`src/logic/wdtr_pkg.sv`:
```
// Purpose: Shared constants and types for the watchdog timer register block.
// Assumes: 10 MHz register clock; byte-wide register port at the printed byte addresses.
// Notes: One clock; the counter and its tick divider run only while the synchronised enable is high.
// Behaviour
// - Tick unit select 0 counts in 1 ms steps, 1 counts in 1 us steps.
// - Microsecond ticks come from the fast oscillator rate, milliseconds from the keep-alive rate.
// - Simulation speed-up bit forces a 1 MHz counting clock.
// - Underflow reset flag is set when the last reset came from counter underflow.
// - Writing one clears the underflow reset flag; writing zero leaves it.
// - After reset the flag reads one only if a watchdog reset occurred.
// - Enable bit set starts the watchdog; cleared stops it.
// - Counting starts only after a few synchronisation cycles following enable.
// - While enabled and no watchdog event is pending, any service register write reloads the counter and counting resumes.
// - Service writes while disabled are ignored and leave the counter alone.
// - Service register reads always return zero.
// - A service reload takes effect only after a few synchronisation cycles.
// - Count register is read-only 32 bits, a snapshot of the counter.
// - Reading the low count byte latches the whole counter for the upper bytes.
// - Underflow raises a watchdog system reset and sets the flag.
// - While a watchdog event is pending, register writes are blocked until the flag clears.
// - Clearing enable gates the tick clock and stops decrementing.
`default_nettype none

package wdtr_pkg;
    localparam int unsigned SYS_CLK_HZ    = 10_000_000;
    localparam int unsigned SYS_PERIOD_NS = 1_000_000_000 / SYS_CLK_HZ;
    localparam int unsigned TICK_MS_NS    = 1_000_000;
    localparam int unsigned TICK_US_NS    = 1_000;
    localparam int unsigned SIM_CLK_HZ    = 1_000_000;
    localparam int unsigned SIM_PERIOD_NS = 1_000_000_000 / SIM_CLK_HZ;
    localparam int unsigned MS_CYCLES     = (TICK_MS_NS + SYS_PERIOD_NS - 1) / SYS_PERIOD_NS;
    localparam int unsigned US_CYCLES     = (TICK_US_NS + SYS_PERIOD_NS - 1) / SYS_PERIOD_NS;
    localparam int unsigned SIM_CYCLES    = (SIM_PERIOD_NS + SYS_PERIOD_NS - 1) / SYS_PERIOD_NS;

    localparam logic [15:0] ADDR_CTL_LO   = 16'h3000;
    localparam logic [15:0] ADDR_CTL_HI   = 16'h3001;
    localparam logic [15:0] ADDR_SERVICE  = 16'h3002;
    localparam logic [15:0] ADDR_COUNT_B0 = 16'h3004;
    localparam logic [15:0] ADDR_COUNT_B1 = 16'h3005;
    localparam logic [15:0] ADDR_COUNT_B2 = 16'h3006;
    localparam logic [15:0] ADDR_COUNT_B3 = 16'h3007;

    localparam int unsigned BIT_ENABLE    = 0;
    localparam int unsigned BIT_FLAG      = 1;
    localparam int unsigned BIT_SIM       = 2;
    localparam int unsigned BIT_UNITS     = 3;

    localparam logic [31:0] COUNT_RESET   = 32'hffffffff;
    localparam logic [7:0]  SERVICE_READ  = 8'h00;
    localparam logic [7:0]  UNMAPPED_READ = 8'h00;
    localparam int unsigned SYNC_STAGES   = 2;
    localparam int unsigned INIT_CYCLES   = 4;

    typedef struct packed {
        logic tick_unit_select;
        logic sim_speedup;
        logic underflow_reset_flag;
        logic watchdog_enable_bit;
    } wdtr_ctl_t;

    localparam wdtr_ctl_t CTL_RESET = '{tick_unit_select: 1'b0, sim_speedup: 1'b0,
                                        underflow_reset_flag: 1'b0, watchdog_enable_bit: 1'b0};
endpackage : wdtr_pkg

`default_nettype wire

```
`src/logic/wdtr_tick_div.sv`:
```
// Purpose: Divides the register clock into one-cycle tick enables for the watchdog counter.
// Assumes: Run low holds the divider cleared, which is how the tick clock is gated.
// Notes: Speed-up overrides the unit select.
`default_nettype none

module wdtr_tick_div #(
    parameter int unsigned MS_DIV  = wdtr_pkg::MS_CYCLES,
    parameter int unsigned US_DIV  = wdtr_pkg::US_CYCLES,
    parameter int unsigned SIM_DIV = wdtr_pkg::SIM_CYCLES
) (
    input  wire logic clk_in,
    input  wire logic rst_b_in,
    input  wire logic run_in,
    input  wire logic fast_in,
    input  wire logic sim_in,
    output var  logic tick_out
);
    localparam int unsigned W = $clog2(MS_DIV + US_DIV + SIM_DIV + 1);

    // A zero divider would wrap the limit to all ones and stretch the tick period, so it is refused up front.
    if (MS_DIV < 1 || US_DIV < 1 || SIM_DIV < 1) begin : g_bad_div
        $error("Tick dividers must be at least one cycle.");
    end

    logic [W-1:0] cnt_r;
    logic [W-1:0] limit;

    always_comb begin
        if (sim_in) begin
            limit = W'(SIM_DIV - 1);
        end else if (fast_in) begin
            limit = W'(US_DIV - 1);
        end else begin
            limit = W'(MS_DIV - 1);
        end
    end

    always_ff @(posedge clk_in or negedge rst_b_in) begin
        if (!rst_b_in) begin
            cnt_r    <= '0;
            tick_out <= 1'b0;
        end else if (!run_in) begin
            cnt_r    <= '0;
            tick_out <= 1'b0;
        end else if (cnt_r >= limit) begin
            cnt_r    <= '0;
            tick_out <= 1'b1;
        end else begin
            cnt_r    <= cnt_r + W'(1);
            tick_out <= 1'b0;
        end
    end
endmodule // wdtr_tick_div

`default_nettype wire

```
`src/logic/wdtr_top.sv`:
```
// Purpose: Watchdog control, service and count-snapshot registers with the down counter.
// Assumes: Byte register port, one access per strobe; reload value comes from the load register outside.
// Notes: The generated system reset must not reset this block, so the flag survives it.
`default_nettype none

module wdtr_top #(
    parameter int unsigned MS_DIV = wdtr_pkg::MS_CYCLES
) (
    input  wire logic        sys_clk_in,
    input  wire logic        rst_b_in,
    input  wire logic [15:0] reg_addr_in,
    input  wire logic [7:0]  reg_wdata_in,
    input  wire logic        reg_wr_in,
    input  wire logic        reg_rd_in,
    input  wire logic [31:0] reload_value_in,
    input  wire logic        wdt_cause_in,
    output var  logic [7:0]  reg_rdata_out,
    output var  logic        reg_rvalid_out,
    output var  logic        watchdog_reset_event_out,
    output var  logic        system_reset_req_out,
    output var  logic        fast_osc_req_out,
    output var  logic        write_blocked_out
);
    logic                   rst_s1_r;
    logic                   rst_s2_r;
    logic                   cause_s1_r;
    logic                   cause_s2_r;
    logic [2:0]             init_cnt_r;
    wdtr_pkg::wdtr_ctl_t    ctl_r;
    logic [wdtr_pkg::SYNC_STAGES-1:0] en_pipe_r;
    logic [wdtr_pkg::SYNC_STAGES-1:0] kick_pipe_r;
    logic                   en_live_r;
    logic [31:0]            count_r;
    logic [31:0]            snap_r;
    logic                   tick;
    logic                   underflow;
    logic                   wr_ctl_lo;
    logic                   wr_service;
    logic                   flag_clear;
    logic                   en_sync;
    logic                   kick_sync;

    always_ff @(posedge sys_clk_in or negedge rst_b_in) begin
        if (!rst_b_in) begin
            rst_s1_r <= 1'b0;
            rst_s2_r <= 1'b0;
        end else begin
            rst_s1_r <= 1'b1;
            rst_s2_r <= rst_s1_r;
        end
    end

    always_ff @(posedge sys_clk_in or negedge rst_s2_r) begin
        if (!rst_s2_r) begin
            cause_s1_r <= 1'b0;
            cause_s2_r <= 1'b0;
        end else begin
            cause_s1_r <= wdt_cause_in;
            cause_s2_r <= cause_s1_r;
        end
    end

    // The reset cause is only honoured for a short window after release; later wiggles are ignored.
    always_ff @(posedge sys_clk_in or negedge rst_s2_r) begin
        if (!rst_s2_r) begin
            init_cnt_r <= 3'(wdtr_pkg::INIT_CYCLES);
        end else if (init_cnt_r != 3'h0) begin
            init_cnt_r <= init_cnt_r - 3'h1;
        end
    end

    // Writes are blocked while the flag is set; a control write with the flag bit at one still clears the flag, but its other bits are ignored.
    assign flag_clear = reg_wr_in && (reg_addr_in == wdtr_pkg::ADDR_CTL_LO)
                        && reg_wdata_in[wdtr_pkg::BIT_FLAG];
    assign wr_ctl_lo  = reg_wr_in && !ctl_r.underflow_reset_flag
                        && (reg_addr_in == wdtr_pkg::ADDR_CTL_LO);
    assign wr_service = reg_wr_in && !ctl_r.underflow_reset_flag
                        && (reg_addr_in == wdtr_pkg::ADDR_SERVICE)
                        && ctl_r.watchdog_enable_bit;

    assign en_sync   = en_pipe_r[wdtr_pkg::SYNC_STAGES-1];
    assign kick_sync = kick_pipe_r[wdtr_pkg::SYNC_STAGES-1];
    assign underflow = en_live_r && tick && (count_r == 32'h00000000);

    always_ff @(posedge sys_clk_in or negedge rst_s2_r) begin
        if (!rst_s2_r) begin
            ctl_r <= wdtr_pkg::CTL_RESET;
        end else begin
            if (wr_ctl_lo) begin
                ctl_r.watchdog_enable_bit <= reg_wdata_in[wdtr_pkg::BIT_ENABLE];
                ctl_r.sim_speedup         <= reg_wdata_in[wdtr_pkg::BIT_SIM];
                ctl_r.tick_unit_select    <= reg_wdata_in[wdtr_pkg::BIT_UNITS];
            end
            if (underflow || (cause_s2_r && init_cnt_r != 3'h0)) begin
                ctl_r.underflow_reset_flag <= 1'b1;
            end else if (flag_clear) begin
                ctl_r.underflow_reset_flag <= 1'b0;
            end
        end
    end

    // The enable and the service request cross a synchroniser-length delay so that the
    // latency software sees matches the oscillator-domain part.
    always_ff @(posedge sys_clk_in or negedge rst_s2_r) begin
        if (!rst_s2_r) begin
            en_pipe_r   <= '0;
            kick_pipe_r <= '0;
            en_live_r   <= 1'b0;
        end else begin
            en_pipe_r   <= {en_pipe_r[wdtr_pkg::SYNC_STAGES-2:0], ctl_r.watchdog_enable_bit};
            kick_pipe_r <= {kick_pipe_r[wdtr_pkg::SYNC_STAGES-2:0], wr_service};
            en_live_r   <= en_sync;
        end
    end

    wdtr_tick_div #(
        .MS_DIV  (MS_DIV),
        .US_DIV  (wdtr_pkg::US_CYCLES),
        .SIM_DIV (wdtr_pkg::SIM_CYCLES)
    ) u_div (
        .clk_in   (sys_clk_in),
        .rst_b_in (rst_s2_r),
        .run_in   (en_live_r),
        .fast_in  (ctl_r.tick_unit_select),
        .sim_in   (ctl_r.sim_speedup),
        .tick_out (tick)
    );

    always_ff @(posedge sys_clk_in or negedge rst_s2_r) begin
        if (!rst_s2_r) begin
            count_r <= wdtr_pkg::COUNT_RESET;
        end else if (en_sync && !en_live_r) begin
            count_r <= reload_value_in;
        end else if (en_live_r && kick_sync && en_sync) begin
            count_r <= reload_value_in;
        end else if (underflow) begin
            count_r <= reload_value_in;
        end else if (en_live_r && tick) begin
            count_r <= count_r - 32'h00000001;
        end
    end

    always_ff @(posedge sys_clk_in or negedge rst_s2_r) begin
        if (!rst_s2_r) begin
            system_reset_req_out <= 1'b0;
        end else begin
            system_reset_req_out <= underflow;
        end
    end

    always_ff @(posedge sys_clk_in or negedge rst_s2_r) begin
        if (!rst_s2_r) begin
            snap_r <= wdtr_pkg::COUNT_RESET;
        end else if (reg_rd_in && reg_addr_in == wdtr_pkg::ADDR_COUNT_B0) begin
            snap_r <= count_r;
        end
    end

    always_ff @(posedge sys_clk_in or negedge rst_s2_r) begin
        if (!rst_s2_r) begin
            reg_rdata_out  <= 8'h00;
            reg_rvalid_out <= 1'b0;
        end else begin
            reg_rvalid_out <= reg_rd_in;
            if (reg_rd_in) begin
                case (reg_addr_in)
                    wdtr_pkg::ADDR_CTL_LO:   reg_rdata_out <= {4'h0, ctl_r};
                    wdtr_pkg::ADDR_CTL_HI:   reg_rdata_out <= 8'h00;
                    wdtr_pkg::ADDR_SERVICE:  reg_rdata_out <= wdtr_pkg::SERVICE_READ;
                    wdtr_pkg::ADDR_COUNT_B0: reg_rdata_out <= count_r[7:0];
                    wdtr_pkg::ADDR_COUNT_B1: reg_rdata_out <= snap_r[15:8];
                    wdtr_pkg::ADDR_COUNT_B2: reg_rdata_out <= snap_r[23:16];
                    wdtr_pkg::ADDR_COUNT_B3: reg_rdata_out <= snap_r[31:24];
                    default:                 reg_rdata_out <= wdtr_pkg::UNMAPPED_READ;
                endcase
            end
        end
    end

    always_ff @(posedge sys_clk_in or negedge rst_s2_r) begin
        if (!rst_s2_r) begin
            watchdog_reset_event_out <= 1'b0;
            write_blocked_out        <= 1'b0;
            fast_osc_req_out         <= 1'b0;
        end else begin
            watchdog_reset_event_out <= ctl_r.underflow_reset_flag;
            write_blocked_out        <= ctl_r.underflow_reset_flag;
            fast_osc_req_out         <= ctl_r.watchdog_enable_bit && ctl_r.tick_unit_select;
        end
    end
endmodule // wdtr_top

`default_nettype wire

```
`config.mk`:
```
export PLATFORM = sky130hd
export DESIGN_NAME = wdtr_top
export DESIGN_NICKNAME = d
export VERILOG_FILES = /design/src/logic/wdtr_pkg.sv /design/src/logic/wdtr_tick_div.sv /design/src/logic/wdtr_top.sv
export SDC_FILE = /design/constraint.sdc
export NUM_CORES = 1
export LEC_CHECK = 0
export ABC_AREA = 1
export BUFFER_PORTS_ARGS = -buffer_cell sky130_fd_sc_hd__clkbuf_2
export CAP_MARGIN = 20
export CORE_MARGIN = 3
export CORE_UTILIZATION = 45
export DETAILED_ROUTE_END_ITERATION = 10
export GPL_ROUTABILITY_DRIVEN = 0
export HOLD_SLACK_MARGIN = 0.08
export PLACE_DENSITY_LB_ADDON = 0.2
export SLEW_MARGIN = 20
export SYNTH_ARGS = -nofsm -noshare
export SYNTH_HDL_FRONTEND = slang
export SYNTH_HIERARCHICAL = 1
export SYNTH_SLANG_ARGS = --single-unit
```
`constraint.sdc`:
```
create_clock -name sys_clk_in -period 6.77 [get_ports sys_clk_in]
set_input_delay 1.354 -clock sys_clk_in [delete_from_list [all_inputs] [get_ports sys_clk_in]]
set_output_delay 1.354 -clock sys_clk_in [all_outputs]
set_load 0.1 [all_outputs]
```
==> results.md, run 1 <==
- Vias: 5218
- Seq/Total Area, Yosys: about two fifths
- Status: finished clean
- Adder-cell share of the synthesized area: 2.053%
- Layout cells sized above 1: between 20% and 30%
- Core region area: ~13000 um2
- CP bufs+invs: 2
- Synth Instances: between 800 and 900
- CTS HTree Levels: 3
- First-pass GRT wire length: about 24000 um
- Yosys top cell by area: dfstp_2
- Crit Path Max Fanout: between 40 and 50
- Starting Density: between 40% and 50%
- Post-synth top area share: about a quarter
- Crit. Startpoint: reg_addr_in[9]
- Bufs on Longest Clock Path: 2
- Post-synthesis mux area share: 0.8008%
- Die Area: between 10000 and 15000 um2
- Fin worst setup slack: 4.054 ns
- Top FF cell, synth: dfstp_2
- Seq cells post-synth: about 100
- Most frequent cells after synthesis: nand2_1, inv_1, nor2_1
- Clock buffer count from CTS: 9
- Nets: roughly 970
- Post-synth cell types: 38
- Root buffer cell: clkbuf_16
- Cts repair resizes: 0
- Die W: roughly 120 um
- Hold crit path type: flop to async pin
- Kind of critical path: input port to flop
- Initial DRC count: 434
- Crit path arrival time: 2.99 ns
- Pre-CTS setup slack: 3.693 ns
- Post-synth EDFFs: 0
- Hold_buf cts: 0
- Setup TNS: 0 ns
- Cell with the most instances after synthesis: nand2_1
- Fin. max-slew vios: 0
- Crit path max-delay cell type: nor2_2
- Reg2reg start: en_live_r$_DFF_PN0_
- CTS clk-pin slew, worst paths: around 0.07 ns
- Vias in the first global route: a little under 5000
- Simple logic cell fraction of the synthesized area: 37.93%
- First drt pass iteration count: 5
- Final ANT Viol Nets: 0
- Largest family of logic cells by synthesized area: simple AND/OR/NAND/NOR gates
- IO Port Bufs: slightly below 70
- Initial antenna violation count: 0
- Power Dens Cells: roughly 170 nW/um2
- Postcts setup bufs: 0
- Antenna cells: 0
- Post-synthesis net count: 910
- Hold Vio Cnt, Final: 0
- GRT Residual Overflow: 0
- Synth Cell Area: 6093 um2
- Remaining DRCs: 0
- Fillers: 1309
- Crit end category: flop
- CTS tree: yes
- Standard-cell row count: 41
- Clk_skew: 0.01073 ns
- Sequence of cells on the critical path: clkbuf_2, nor2_1, nand2_1, nor2_2, nand2_2, inv_2, nand2_4, mux2_4
- Routed WL: roughly 14000 um
- Synth-to-Final Area Change: 11.29%
- Relative slew slack: a little over two fifths
- Setup violations, final: 0
- Startpoint types: input port
- Crit path max-delay family: simple AND/OR/NAND/NOR gates
- I/O pins: 74
- Detailed Place HPWL: roughly 10000 um
- Clk Latency, worst-skew pair: between 0.3 and 0.4 ns
- Largest net degree at the start of global routing: just over 60
- Asr flop ratio synth: between 90% and 100%
- Mapped Avg Cell Area: 7.263 um2
- Final Critical Period: ~2.7 ns
- Post-synthesis compound-gate area fraction: between 5 and 6%
- Fmax: 368.2 MHz
- Slew @ Worst Pin: between 0.8 and 0.9 ns
- Max-Cap Viols: 0
- WL/cell: 13.07 um
- Worst VDD drop: 0.1311 mV
- Critical path required time: 7.05 ns
- CP peak stage delay: 0.42 ns
- DR vias/cell: ~4.9
- Unrepaired setup endpoints after global routing: false
- Yosys Warn Count: 6
- Ranking of synthesized cells by area: dfstp_2, dfrtp_1, nand2_1
- Clk sink count: around 100
- XOR/XNOR share of the synthesized area: under 10%
- Period utilisation layout: between 40% and 50%
- Die H: roughly 120 um
- LEAKAGE: 3.423 nW
- GRT Total Usage: between 20% and 30%
## stage by stage
step           hold WS [ns]  power [mW]  cell area, um2  std cells  util (%)
2_1_floorplan        0.3312      0.6396            6093        839         -
3_3_place_gp         0.3172      0.6643            6502       1057     50.30
3_5_place_dp         0.3197      0.6648            6502       1057     50.30
4_1_cts              0.3264       1.159            6782       1073     52.46
5_1_grt              0.3552       1.191            6782       1073     52.46
6_report             0.3104       1.144            6782       1073     52.46
## kinds of logic (layout without fill, tap and decap cells)
family,after synthesis,in the layout
buffers and inverters,128,190
AND/OR/NAND/NOR,520,520
XOR/XNOR,21,21
flip-flops,99,99
other,1,1
AO/OA/AOI/OAI,56,56
adder cells (fa/ha/maj),10,10
multiplexers,4,4
## metal layers
metal,part of all wire [%],vias up,track usage (%)
met5,0,-,0
met4,1.1,0,4.549
met3,4.4,11,4.194
met2,44,109,30.81
met1,50,2353,29.21
li1,-,2745,-
## power breakdown
part	leakage, nW	switching, mW	internal, mW
combinational	2.13	0.0349	0.0166
clock	0.141	0.228	0.262
sequential	1.15	0.00553	0.596
total	3.42	0.269	0.875
## sequential cells by signal, indices dropped and copies added (netlist names), 2 cells and up
signal,cells
count_r,32
snap_r,24
u_div/cnt_r,14
reg_rdata_out,8
ctl_r,4
init_cnt_r,3
en_pipe_r,2
kick_pipe_r,2
## layout make-up
| class | instances | area [um2] | share of cell area, % |
|---|---|---|---|
| multi-input combinational | 612 | 2988 | 44.06 |
| sequential | 99 | 2552 | 37.64 |
| inverter | 103 | 386.6 | 5.701 |
| timing repair buffer | 71 | 360.3 | 5.314 |
| clock buffer | 11 | 242.7 | 3.579 |
| tap | 172 | 215.2 | 3.173 |
| clock inverter | 5 | 36.28 | 0.5351 |
## worst paths after layout
check                                                  to  slack, ns  depth (start not counted)
min in group sys_clk_in                rst_s2_r$_DFF_PN0_       0.35                          0
min reg2reg                system_reset_req_out$_DFF_PN0_       0.31                          0
max in group asynchronous        u_div/cnt_r[8]$_DFF_PN0_       5.34                          1
max                                snap_r[22]$_DFFE_PN1P_       4.05                          8
max reg2reg                       count_r[31]$_DFFE_PN1P_       4.28                          7
min                        system_reset_req_out$_DFF_PN0_       0.31                          0
## cells in the final DEF, fill, tap and decap left out, types with 2 or more instances in the layout
master / n
mux2_2: 3
nand2_1: 262
nor3_1: 4
buf_4: 2
inv_2: 2
clkbuf_2: 69
xnor2_1: 3
ha_1: 10
nand4_1: 20
clkbuf_16: 9
inv_6: 3
and2_1: 6
clkinv_2: 2
nor2_2: 20
nand2_4: 2
nand2_2: 7
o21ai_1: 4
a21oi_1: 4
o21bai_2: 2
nand3_1: 91
inv_1: 100
nor2_4: 7
o21ai_0: 42
dfrtp_1: 41
or2_2: 4
dfstp_2: 57
nor2_1: 94
xor2_1: 18
(Power assumes the default switching activity.)
==> inputs of run 2 (changes only) <==
- clock period: 6.77 -> 2.7 ns (I/O delays scaled with it)
==> run 2 against run 1 <==
Register-to-register slack worse by 3.7 ns; first-iteration DRC count is 22% lower; utilization is 0.45 points higher; setup slack worse by 3.5 ns; non-clock buffer count is 5 higher; routed wire length is 1.7% higher; critical path depth is 3 higher; critical path type is now flop to flop; largest power group unchanged.
==> results.md, run 2 (synthesized netlist as in run 1, its figures left out) <==
- Sequence of cells on the critical path: inv_1, ha_1, nand2_2, nor2_4, nand2_2, nor2_4, nand2_4, nand2_8, nand2_1, nand3_1, o21ai_0 (was clkbuf_2, nor2_1, nand2_1, nor2_2, nand2_2, inv_2, nand2_4, mux2_4)
- Detailed Place HPWL: 10670 um (was 10480 um)
- Sw Pwr: 675.1 uW (was 268.9 uW)
- Cts repair resizes: 0 (unchanged)
- Reg2reg start: count_r[0]$_DFFE_PN1P_ (was en_live_r$_DFF_PN0_)
- CTS tree: yes (unchanged)
- Cell area after placement: 6539 um2 (was 6502 um2)
- Antenna cells: 0 (unchanged)
- CP peak stage delay: 0.37 ns (was 0.42 ns)
- I/O pins: 74 (unchanged)
- Internal: 2.222 mW (was 875.3 uW)
- CTS clk-pin slew, worst paths: 0.06 ns (was 0.07 ns)
- Setup TNS: 0 ns (unchanged)
- Period utilisation layout: approximately four fifths
- Nets: 972 (was 967)
- Design area: 6840 um2 (was 6782 um2)
- Remaining DRCs: 0 (unchanged)
- Initial antenna violation count: 0 (unchanged)
- Fmax: approximately 470 MHz
- First drt pass iteration count: 4 (was 5)
- Commonest non-fill, non-tap cells in the layout: nand2_1, inv_1, nor2_1 (unchanged)
- Vias: 5320 (was 5218)
- Number of flip-flops in the largest register: 32 (unchanged)
- Hold Path Cell Cnt: 1
- Clk_skew: 0.007022 ns (was 0.01073 ns)
- Clk Latency, worst-skew pair: 0.35 ns (about the same)
- Vias in the first global route: 4948 (was 4916)
- CTS HTree Levels: 3 (unchanged)
- Largest net degree at the start of global routing: 54 (was 61)
- Fin worst setup slack: 0.5616 ns (was 4.054 ns)
- Initial DRC count: 339 (was 434)
- Hold Crit Start: wdt_cause_in
- Die W: 122.4 um (unchanged)
- Crit Path Max Fanout: 34 (was 43)
- Setup violations, final: 0 (unchanged)
- Slew @ Worst Pin: 0.7046 ns (was 0.8673 ns)
- Max-Cap Viols: 0 (unchanged)
- Bufs on Longest Clock Path: 2 (unchanged)
- Comb power frac: 4.5% (about the same)
- GRT Total Usage: 19.91% (was 20.06%)
- Core region area: 12930 um2 (unchanged)
- Standard-cell row count: 41 (unchanged)
- Commonest non-fill, non-tap cell in the layout: nand2_1 (unchanged)
- Die H: 122.4 um (unchanged)
- Sequential share of power: 52.2% (was 52.6%)
- IO Port Bufs: 69 (unchanged)
- Starting Density: 47.14% (unchanged)
- Unrepaired setup endpoints after global routing: false (unchanged)
- Synth-to-Final Area Change: 12.26% (was 11.29%)
- Critical path required time: 2.95 ns (was 7.05 ns)
- Clk sink count: 99 (unchanged)
- Sw Ratio: 23.30% (was 23.50%)
- Power Dens Cells: 423.6 nW/um2 (was 168.7 nW/um2)
- Clk network pwr share: 43.3% (was 42.9%)
- Largest registers: count_r: 32 flops, snap_r: 24 flops, u_div/cnt_r: 14 flops (unchanged)
- DP Cell Count: 1061 (was 1057)
- DR vias/cell: 4.935 (was 4.863)
- Reg2reg path depth: 11 (was 7)
- LEAKAGE: 3.450 nW (was 3.423 nW)
- Final Critical Period: approximately 2.1 ns
- Pre-CTS setup slack: 0.5651 ns (was 3.693 ns)
- Worst VDD drop: 0.3301 mV (was 0.1311 mV)
- Die Area: 14970 um2 (unchanged)
- WL/cell: 13.23 um (was 13.07 um)
- Layout cells sized above 1: 21.85% (was 21.75%)
- Crit. Startpoint: count_r[0]$_DFFE_PN1P_ (was reg_addr_in[9])
- Relative slew slack: 53.03% (was 42.18%)
- Clock buffer count from CTS: 9 (unchanged)
- Final ANT Viol Nets: 0 (unchanged)
- Final Non-Filler Cells: 1078 (was 1073)
- Startpoint types: flop (was input port)
- Kind of critical path: flop to flop (was input port to flop)
- First-pass GRT wire length: 23450 um (was 23840 um)
- Routed WL: 14270 um (was 14030 um)
- Fin. max-slew vios: 0 (unchanged)
- Crit end category: flop (unchanged)
- Hold Vio Cnt, Final: 0 (unchanged)
- GRT Residual Overflow: 0 (unchanged)
- Root buffer cell: clkbuf_16 (unchanged)
- Largest reg by FF count: count_r (unchanged)
- Crit path max-delay cell type: dfstp_2 (was nor2_2)
- Hold crit path type: input port to flop (was flop to async pin)
- Crit path arrival time: 2.39 ns (was 2.99 ns)
- Status: finished clean (unchanged)
run 2: per-stage QoR:
stage / util, % / hold slack [ns] / total power [mW]
after floorplan: - / 0.2444 / 1.604
after global placement: 50.58 / 0.3276 / 1.669
after detailed placement: 50.58 / 0.3299 / 1.670
after CTS: 52.91 / 0.2936 / 2.939
after global routing: 52.91 / 0.2952 / 2.998
final: 52.91 / 0.3030 / 2.898
run 2: worst max-delay path, delay by kind of cell, from the launching register on:
kind                     cells  cell delay, ns
flip-flops                   1            0.37
AND/OR/NAND/NOR              8            1.07
adder cells (fa/ha/maj)      1            0.33
AO/OA/AOI/OAI                1            0.10
buffers and inverters        1            0.16
run 2: layout make-up:
| class | count | area, um2 |
|---|---|---|
| Fill cell | 1316 | 6087 |
| Multi-Input combinational cell | 612 | 2982 |
| Sequential cell | 99 | 2552 |
| Timing Repair Buffer | 76 | 412.9 |
| Inverter | 103 | 386.6 |
| Clock buffer | 12 | 256.5 |
| Tap cell | 172 | 215.2 |
| Clock inverter | 4 | 35.03 |
run 2: what timing repair did:
item | in CTS | in global routing
setup buffers | 0 | 0
endpoints found under the hold margin | 2 | 0
hold buffers | 1 | 0
run 2: path summary, 6_finish.rpt:
path                                            endpoint  slack [ns]
max in group asynchronous        count_r[30]$_DFFE_PN1P_        1.58
min in group asynchronous       reg_rvalid_out$_DFF_PN0_        0.38
worst max register to register    count_r[8]$_DFFE_PN1P_        0.56
worst min register to register        rst_s2_r$_DFF_PN0_        0.35
worst min-delay path                cause_s1_r$_DFF_PN0_        0.30
worst max-delay path              count_r[8]$_DFFE_PN1P_        0.56
run 2: layer usage:
layer | routed length, um | share of wire [%] | vias to the layer above | GRT usage, %
met5 | 0 | 0 | - | 0
met4 | 182 | 1.3 | 0 | 5.178
met3 | 743 | 5.2 | 12 | 4.747
met2 | 6409 | 45 | 112 | 31.91
met1 | 6930 | 49 | 2446 | 27.20
li1 | - | - | 2750 | -
run 2: power by group through the flow:
stage / logic [mW] / clock network, mW / registers (mW)
6_report: 0.129 / 1.25 / 1.51
5_1_grt: 0.144 / 1.34 / 1.52
4_1_cts: 0.132 / 1.29 / 1.51
3_5_place_dp: 0.130 / 0 / 1.54
3_3_place_gp: 0.129 / 0 / 1.54
2_1_floorplan: 0.0258 / 0 / 1.58
==> inputs of run 3 (changes only) <==
- ABC_AREA: 1 -> 0
- clock period: 2.7 -> 2 ns (I/O delays scaled with it)
==> run 3 against run 2 <==
The flow now finishes with violations (setup timing); hold slack worse by 0.15 ns; die area down 12%; maximum frequency increased by 5.7%; combinational power up 65%; critical path type unchanged; largest power group unchanged.
==> results.md, run 3 <==
- Top FF cell, synth: dfstp_2 (unchanged)
- Commonest non-fill, non-tap cell in the layout: buf_4 (was nand2_1)
- Period utilisation layout: 101.2% (was 79.20%)
- Number of flip-flops in the largest register: 32 (unchanged)
- Mapped Avg Cell Area: 11.10 um2 (was 7.263 um2)
- Hold_ws: 0.1555 ns (was 0.3030 ns)
- Clk Latency, worst-skew pair: 0.35 ns (about the same)
- Post-synth EDFFs: 0 (unchanged)
- CTS HTree Levels: 3 (unchanged)
- Vias in the first global route: 4378 (was 4948)
- Adder-cell share of the synthesized area: 2.349% (was 2.053%)
- DR vias/cell: 5.793 (was 4.935)
- Area of the multi-input gates: 2719 um2 (was 2982 um2)
- Hold Crit Start: wdt_cause_in (unchanged)
- Routed WL: 14330 um (was 14270 um)
- Die Area: 13180 um2 (was 14970 um2)
- Final ANT Viol Nets: 0 (unchanged)
- First-pass GRT wire length: 22810 um (was 23450 um)
- First drt pass iteration count: 5 (was 4)
- Total power draw: 3.942 mW (was 2.898 mW)
- Pre-CTS setup slack: -0.1617 ns (was 0.5651 ns)
- Largest reg by FF count: count_r (unchanged)
- Die H: 114.8 um (was 122.4 um)
- Clk sink count: 99 (unchanged)
- Synth-to-Final Area Change: 27.44% (was 12.26%)
- Layout cells sized above 1: 49.51% (was 21.85%)
- Max-Cap Viols: 0 (unchanged)
- R2R setup slack: -0.02 ns (was 0.56 ns)
- Fillers: 989 (was 1316)
- Asr flop ratio synth: 100.0% (unchanged)
- Ranking of synthesized cells by area: dfstp_2, dfrtp_1, mux2_4 (was dfstp_2, dfrtp_1, nand2_1)
- Crit Path Max Fanout: 7 (was 34)
- Core region area: 11520 um2 (was 12930 um2)
- Startpoint types: flop (unchanged)
- XOR/XNOR share of the synthesized area: 2.467% (was 3.018%)
- Failing checks: setup timing
- Initial antenna violation count: 0 (unchanged)
- Power Dens Cells: 580.7 nW/um2 (was 423.6 nW/um2)
- Root buffer cell: clkbuf_16 (unchanged)
- Reg2reg path depth: 7 (was 11)
- Initial DRC count: 355 (was 339)
- Simple logic cell fraction of the synthesized area: 19.83% (was 37.93%)
- IO Port Bufs: 69 (unchanged)
- Fmax: 494.3 MHz (was 467.6 MHz)
- Post-synth top area share: 28.12% (was 24.58%)
- Kind of critical path: flop to flop (unchanged)
- Clk_skew: 0.008695 ns (was 0.007022 ns)
- Seq cells post-synth: 99 (unchanged)
- Slew @ Worst Pin: 0.8166 ns (was 0.7046 ns)
- GRT Total Usage: 22.26% (was 19.91%)
- Crit path arrival time: 2.27 ns (was 2.39 ns)
- Synth Cell Area: 5326 um2 (was 6093 um2)
- CTS clk-pin slew, worst paths: 0.07 ns (was 0.06 ns)
- Die W: 114.8 um (was 122.4 um)
- Unrepaired setup endpoints after global routing: true (was false)
- Post-synthesis net count: 551 (was 910)
- Seq. cell area: 2552 um2 (unchanged)
- Crit end category: flop (unchanged)
- Post-synthesis compound-gate area fraction: 12.31% (was 5.072%)
- I/O pins: 74 (unchanged)
- Largest family of logic cells by synthesized area: simple AND/OR/NAND/NOR gates (unchanged)
- Crit. Startpoint: ctl_r[3]$_DFFE_PN0P_ (was count_r[0]$_DFFE_PN1P_)
- Bufs on Longest Clock Path: 2 (unchanged)
- Fin worst setup slack: -0.02322 ns (was 0.5616 ns)
- LEAKAGE: 2.912 nW (was 3.450 nW)
- Largest net degree at the start of global routing: 35 (was 54)
- Vias: 4397 (was 5320)
- Fin. max-slew vios: 0 (unchanged)
- Hold crit path type: input port to flop (unchanged)
- Reg2reg start: ctl_r[3]$_DFFE_PN0P_ (was count_r[0]$_DFFE_PN1P_)
- Hold Vio Cnt, Final: 0 (unchanged)
- Setup violations, final: 14 (was 0)
- Post-synth cell types: 75 (was 38)
- Standard-cell row count: 39 (was 41)
- Seq/Total Area, Yosys: 47.85% (was 41.83%)
- Clock buffer count from CTS: 9 (unchanged)
- Most frequent cells after synthesis: dfstp_2, dfrtp_1, nor2_1 (was nand2_1, inv_1, nor2_1)
- Largest registers: count_r: 32 flops, snap_r: 24 flops, u_div/cnt_r: 14 flops (unchanged)
- Yosys Warn Count: 6 (unchanged)
- Synth Instances: 480 (was 839)
- Critical path required time: 2.24 ns (was 2.95 ns)
- Remaining DRCs: 0 (unchanged)
- Reg-to-Reg End: u_div/cnt_r[2]$_DFF_PN0_ (was count_r[8]$_DFFE_PN1P_)
- GRT Residual Overflow: 0 (unchanged)
- Worst VDD drop: 0.4036 mV (was 0.3301 mV)
- Post-synthesis mux area share: 11.09% (was 0.8008%)
- Starting Density: 46.25% (was 47.14%)
- Antenna cells: 0 (unchanged)
- Yosys top cell by area: dfstp_2 (unchanged)
- Hold EP: cause_s1_r$_DFF_PN0_ (unchanged)
- Cell with the most instances after synthesis: dfstp_2 (was nand2_1)
- Nets: 682 (was 972)
- Commonest non-fill, non-tap cells in the layout: buf_4, clkbuf_2, dfstp_2 (was nand2_1, inv_1, nor2_1)
- Final Critical Period: 2.023 ns (was 2.138 ns)
- Relative slew slack: 44.98% (was 53.03%)
- Status: complete, but fails checks (was finished clean)
- WL/cell: 18.88 um (was 13.23 um)
- Hold Path Cell Cnt: 1 (unchanged)
- CTS tree: yes (unchanged)
- Detailed Place HPWL: 10500 um (was 10670 um)
## run 3: cell count changes in the layout (fill, tap and decap cells not counted), sizes merged, moves of 10 or more
cell and change:
mux2 +24, a22oi +10, nor3 +11, o21ai -27, xor2 -12, buf +70, nand2 -241, inv -87
nor2 -82, nand3 -55
## run 3: how the worst max path moves through the flow
stage,to,slack [ns],cells past startpoint
2_1_floorplan,ctl_r[0]$_DFFE_PN0P_,-0.06,6
6_report,u_div/cnt_r[2]$_DFF_PN0_,-0.02,7
5_1_grt,u_div/cnt_r[12]$_DFF_PN0_,-0.09,7
4_1_cts,count_r[29]$_DFFE_PN1P_,-0.01,7
3_5_place_dp,snap_r[22]$_DFFE_PN1P_,-0.16,7
3_3_place_gp,snap_r[15]$_DFFE_PN1P_,-0.13,7
## run 3: metal layers
metal | global-route usage (%) | vias to the layer above | routed length, um
met5 | 0 | - | 0
met4 | 7.042 | 0 | 274
met3 | 5.579 | 25 | 957
met2 | 32.98 | 164 | 6537
met1 | 32.30 | 2150 | 6562
li1 | - | 2058 | -
## run 3: worst max-delay path, cell delays in order, from the launching register on
cell	delay, ns
dfrtp_1	0.38
or2_4	0.31
ha_4	0.28
and4bb_2	0.25
nand4_1	0.16
o2111ai_4	0.29
clkbuf_16	0.20
nor2_1	0.04
## run 3: area by class of cell
class | count | share of cell area, %
Clock buffer | 9 | 3.318
Clock inverter | 7 | 0.8479
Inverter | 13 | 0.7373
Multi-Input combinational cell | 341 | 40.06
Sequential cell | 99 | 37.60
Tap cell | 143 | 2.636
Timing Repair Buffer | 147 | 14.80
## run 3: kinds of logic after synthesis
kind of cell | count (synthesis)
other cells | 1
compound gates | 90
buf+inv | 40
xor+xnor | 15
fa+ha+maj | 10
flops | 99
simple gates | 187
mux | 38
## run 3: power by group
part,internal (mW),switching [mW]
combinational,0.0805,0.132
clock,0.862,0.821
sequential,2.03,0.0213
total,2.97,0.974
## run 3: metrics by stage
stage | setup TNS, ns | instance area (um2) | utilization [%] | cells
finish | -0.1680 | 6788 | 58.94 | 759
global route | -1.258 | 6788 | 58.94 | 759
CTS | -0.01296 | 6605 | 57.36 | 755
detailed placement | -4.985 | 6301 | 54.72 | 738
global placement | -3.785 | 6301 | 54.72 | 738
floorplan | -0.9278 | 5354 | - | 480
## run 3: what timing repair did
action                     in CTS  in global routing
setup buffers                   0                  3
hold endpoints to repair        2                  0
hold buffers                    1                  0
gates resized for setup         5                 33
pin swaps                       2                 13
setup endpoints to repair      40                 26
cloned                          0                  1
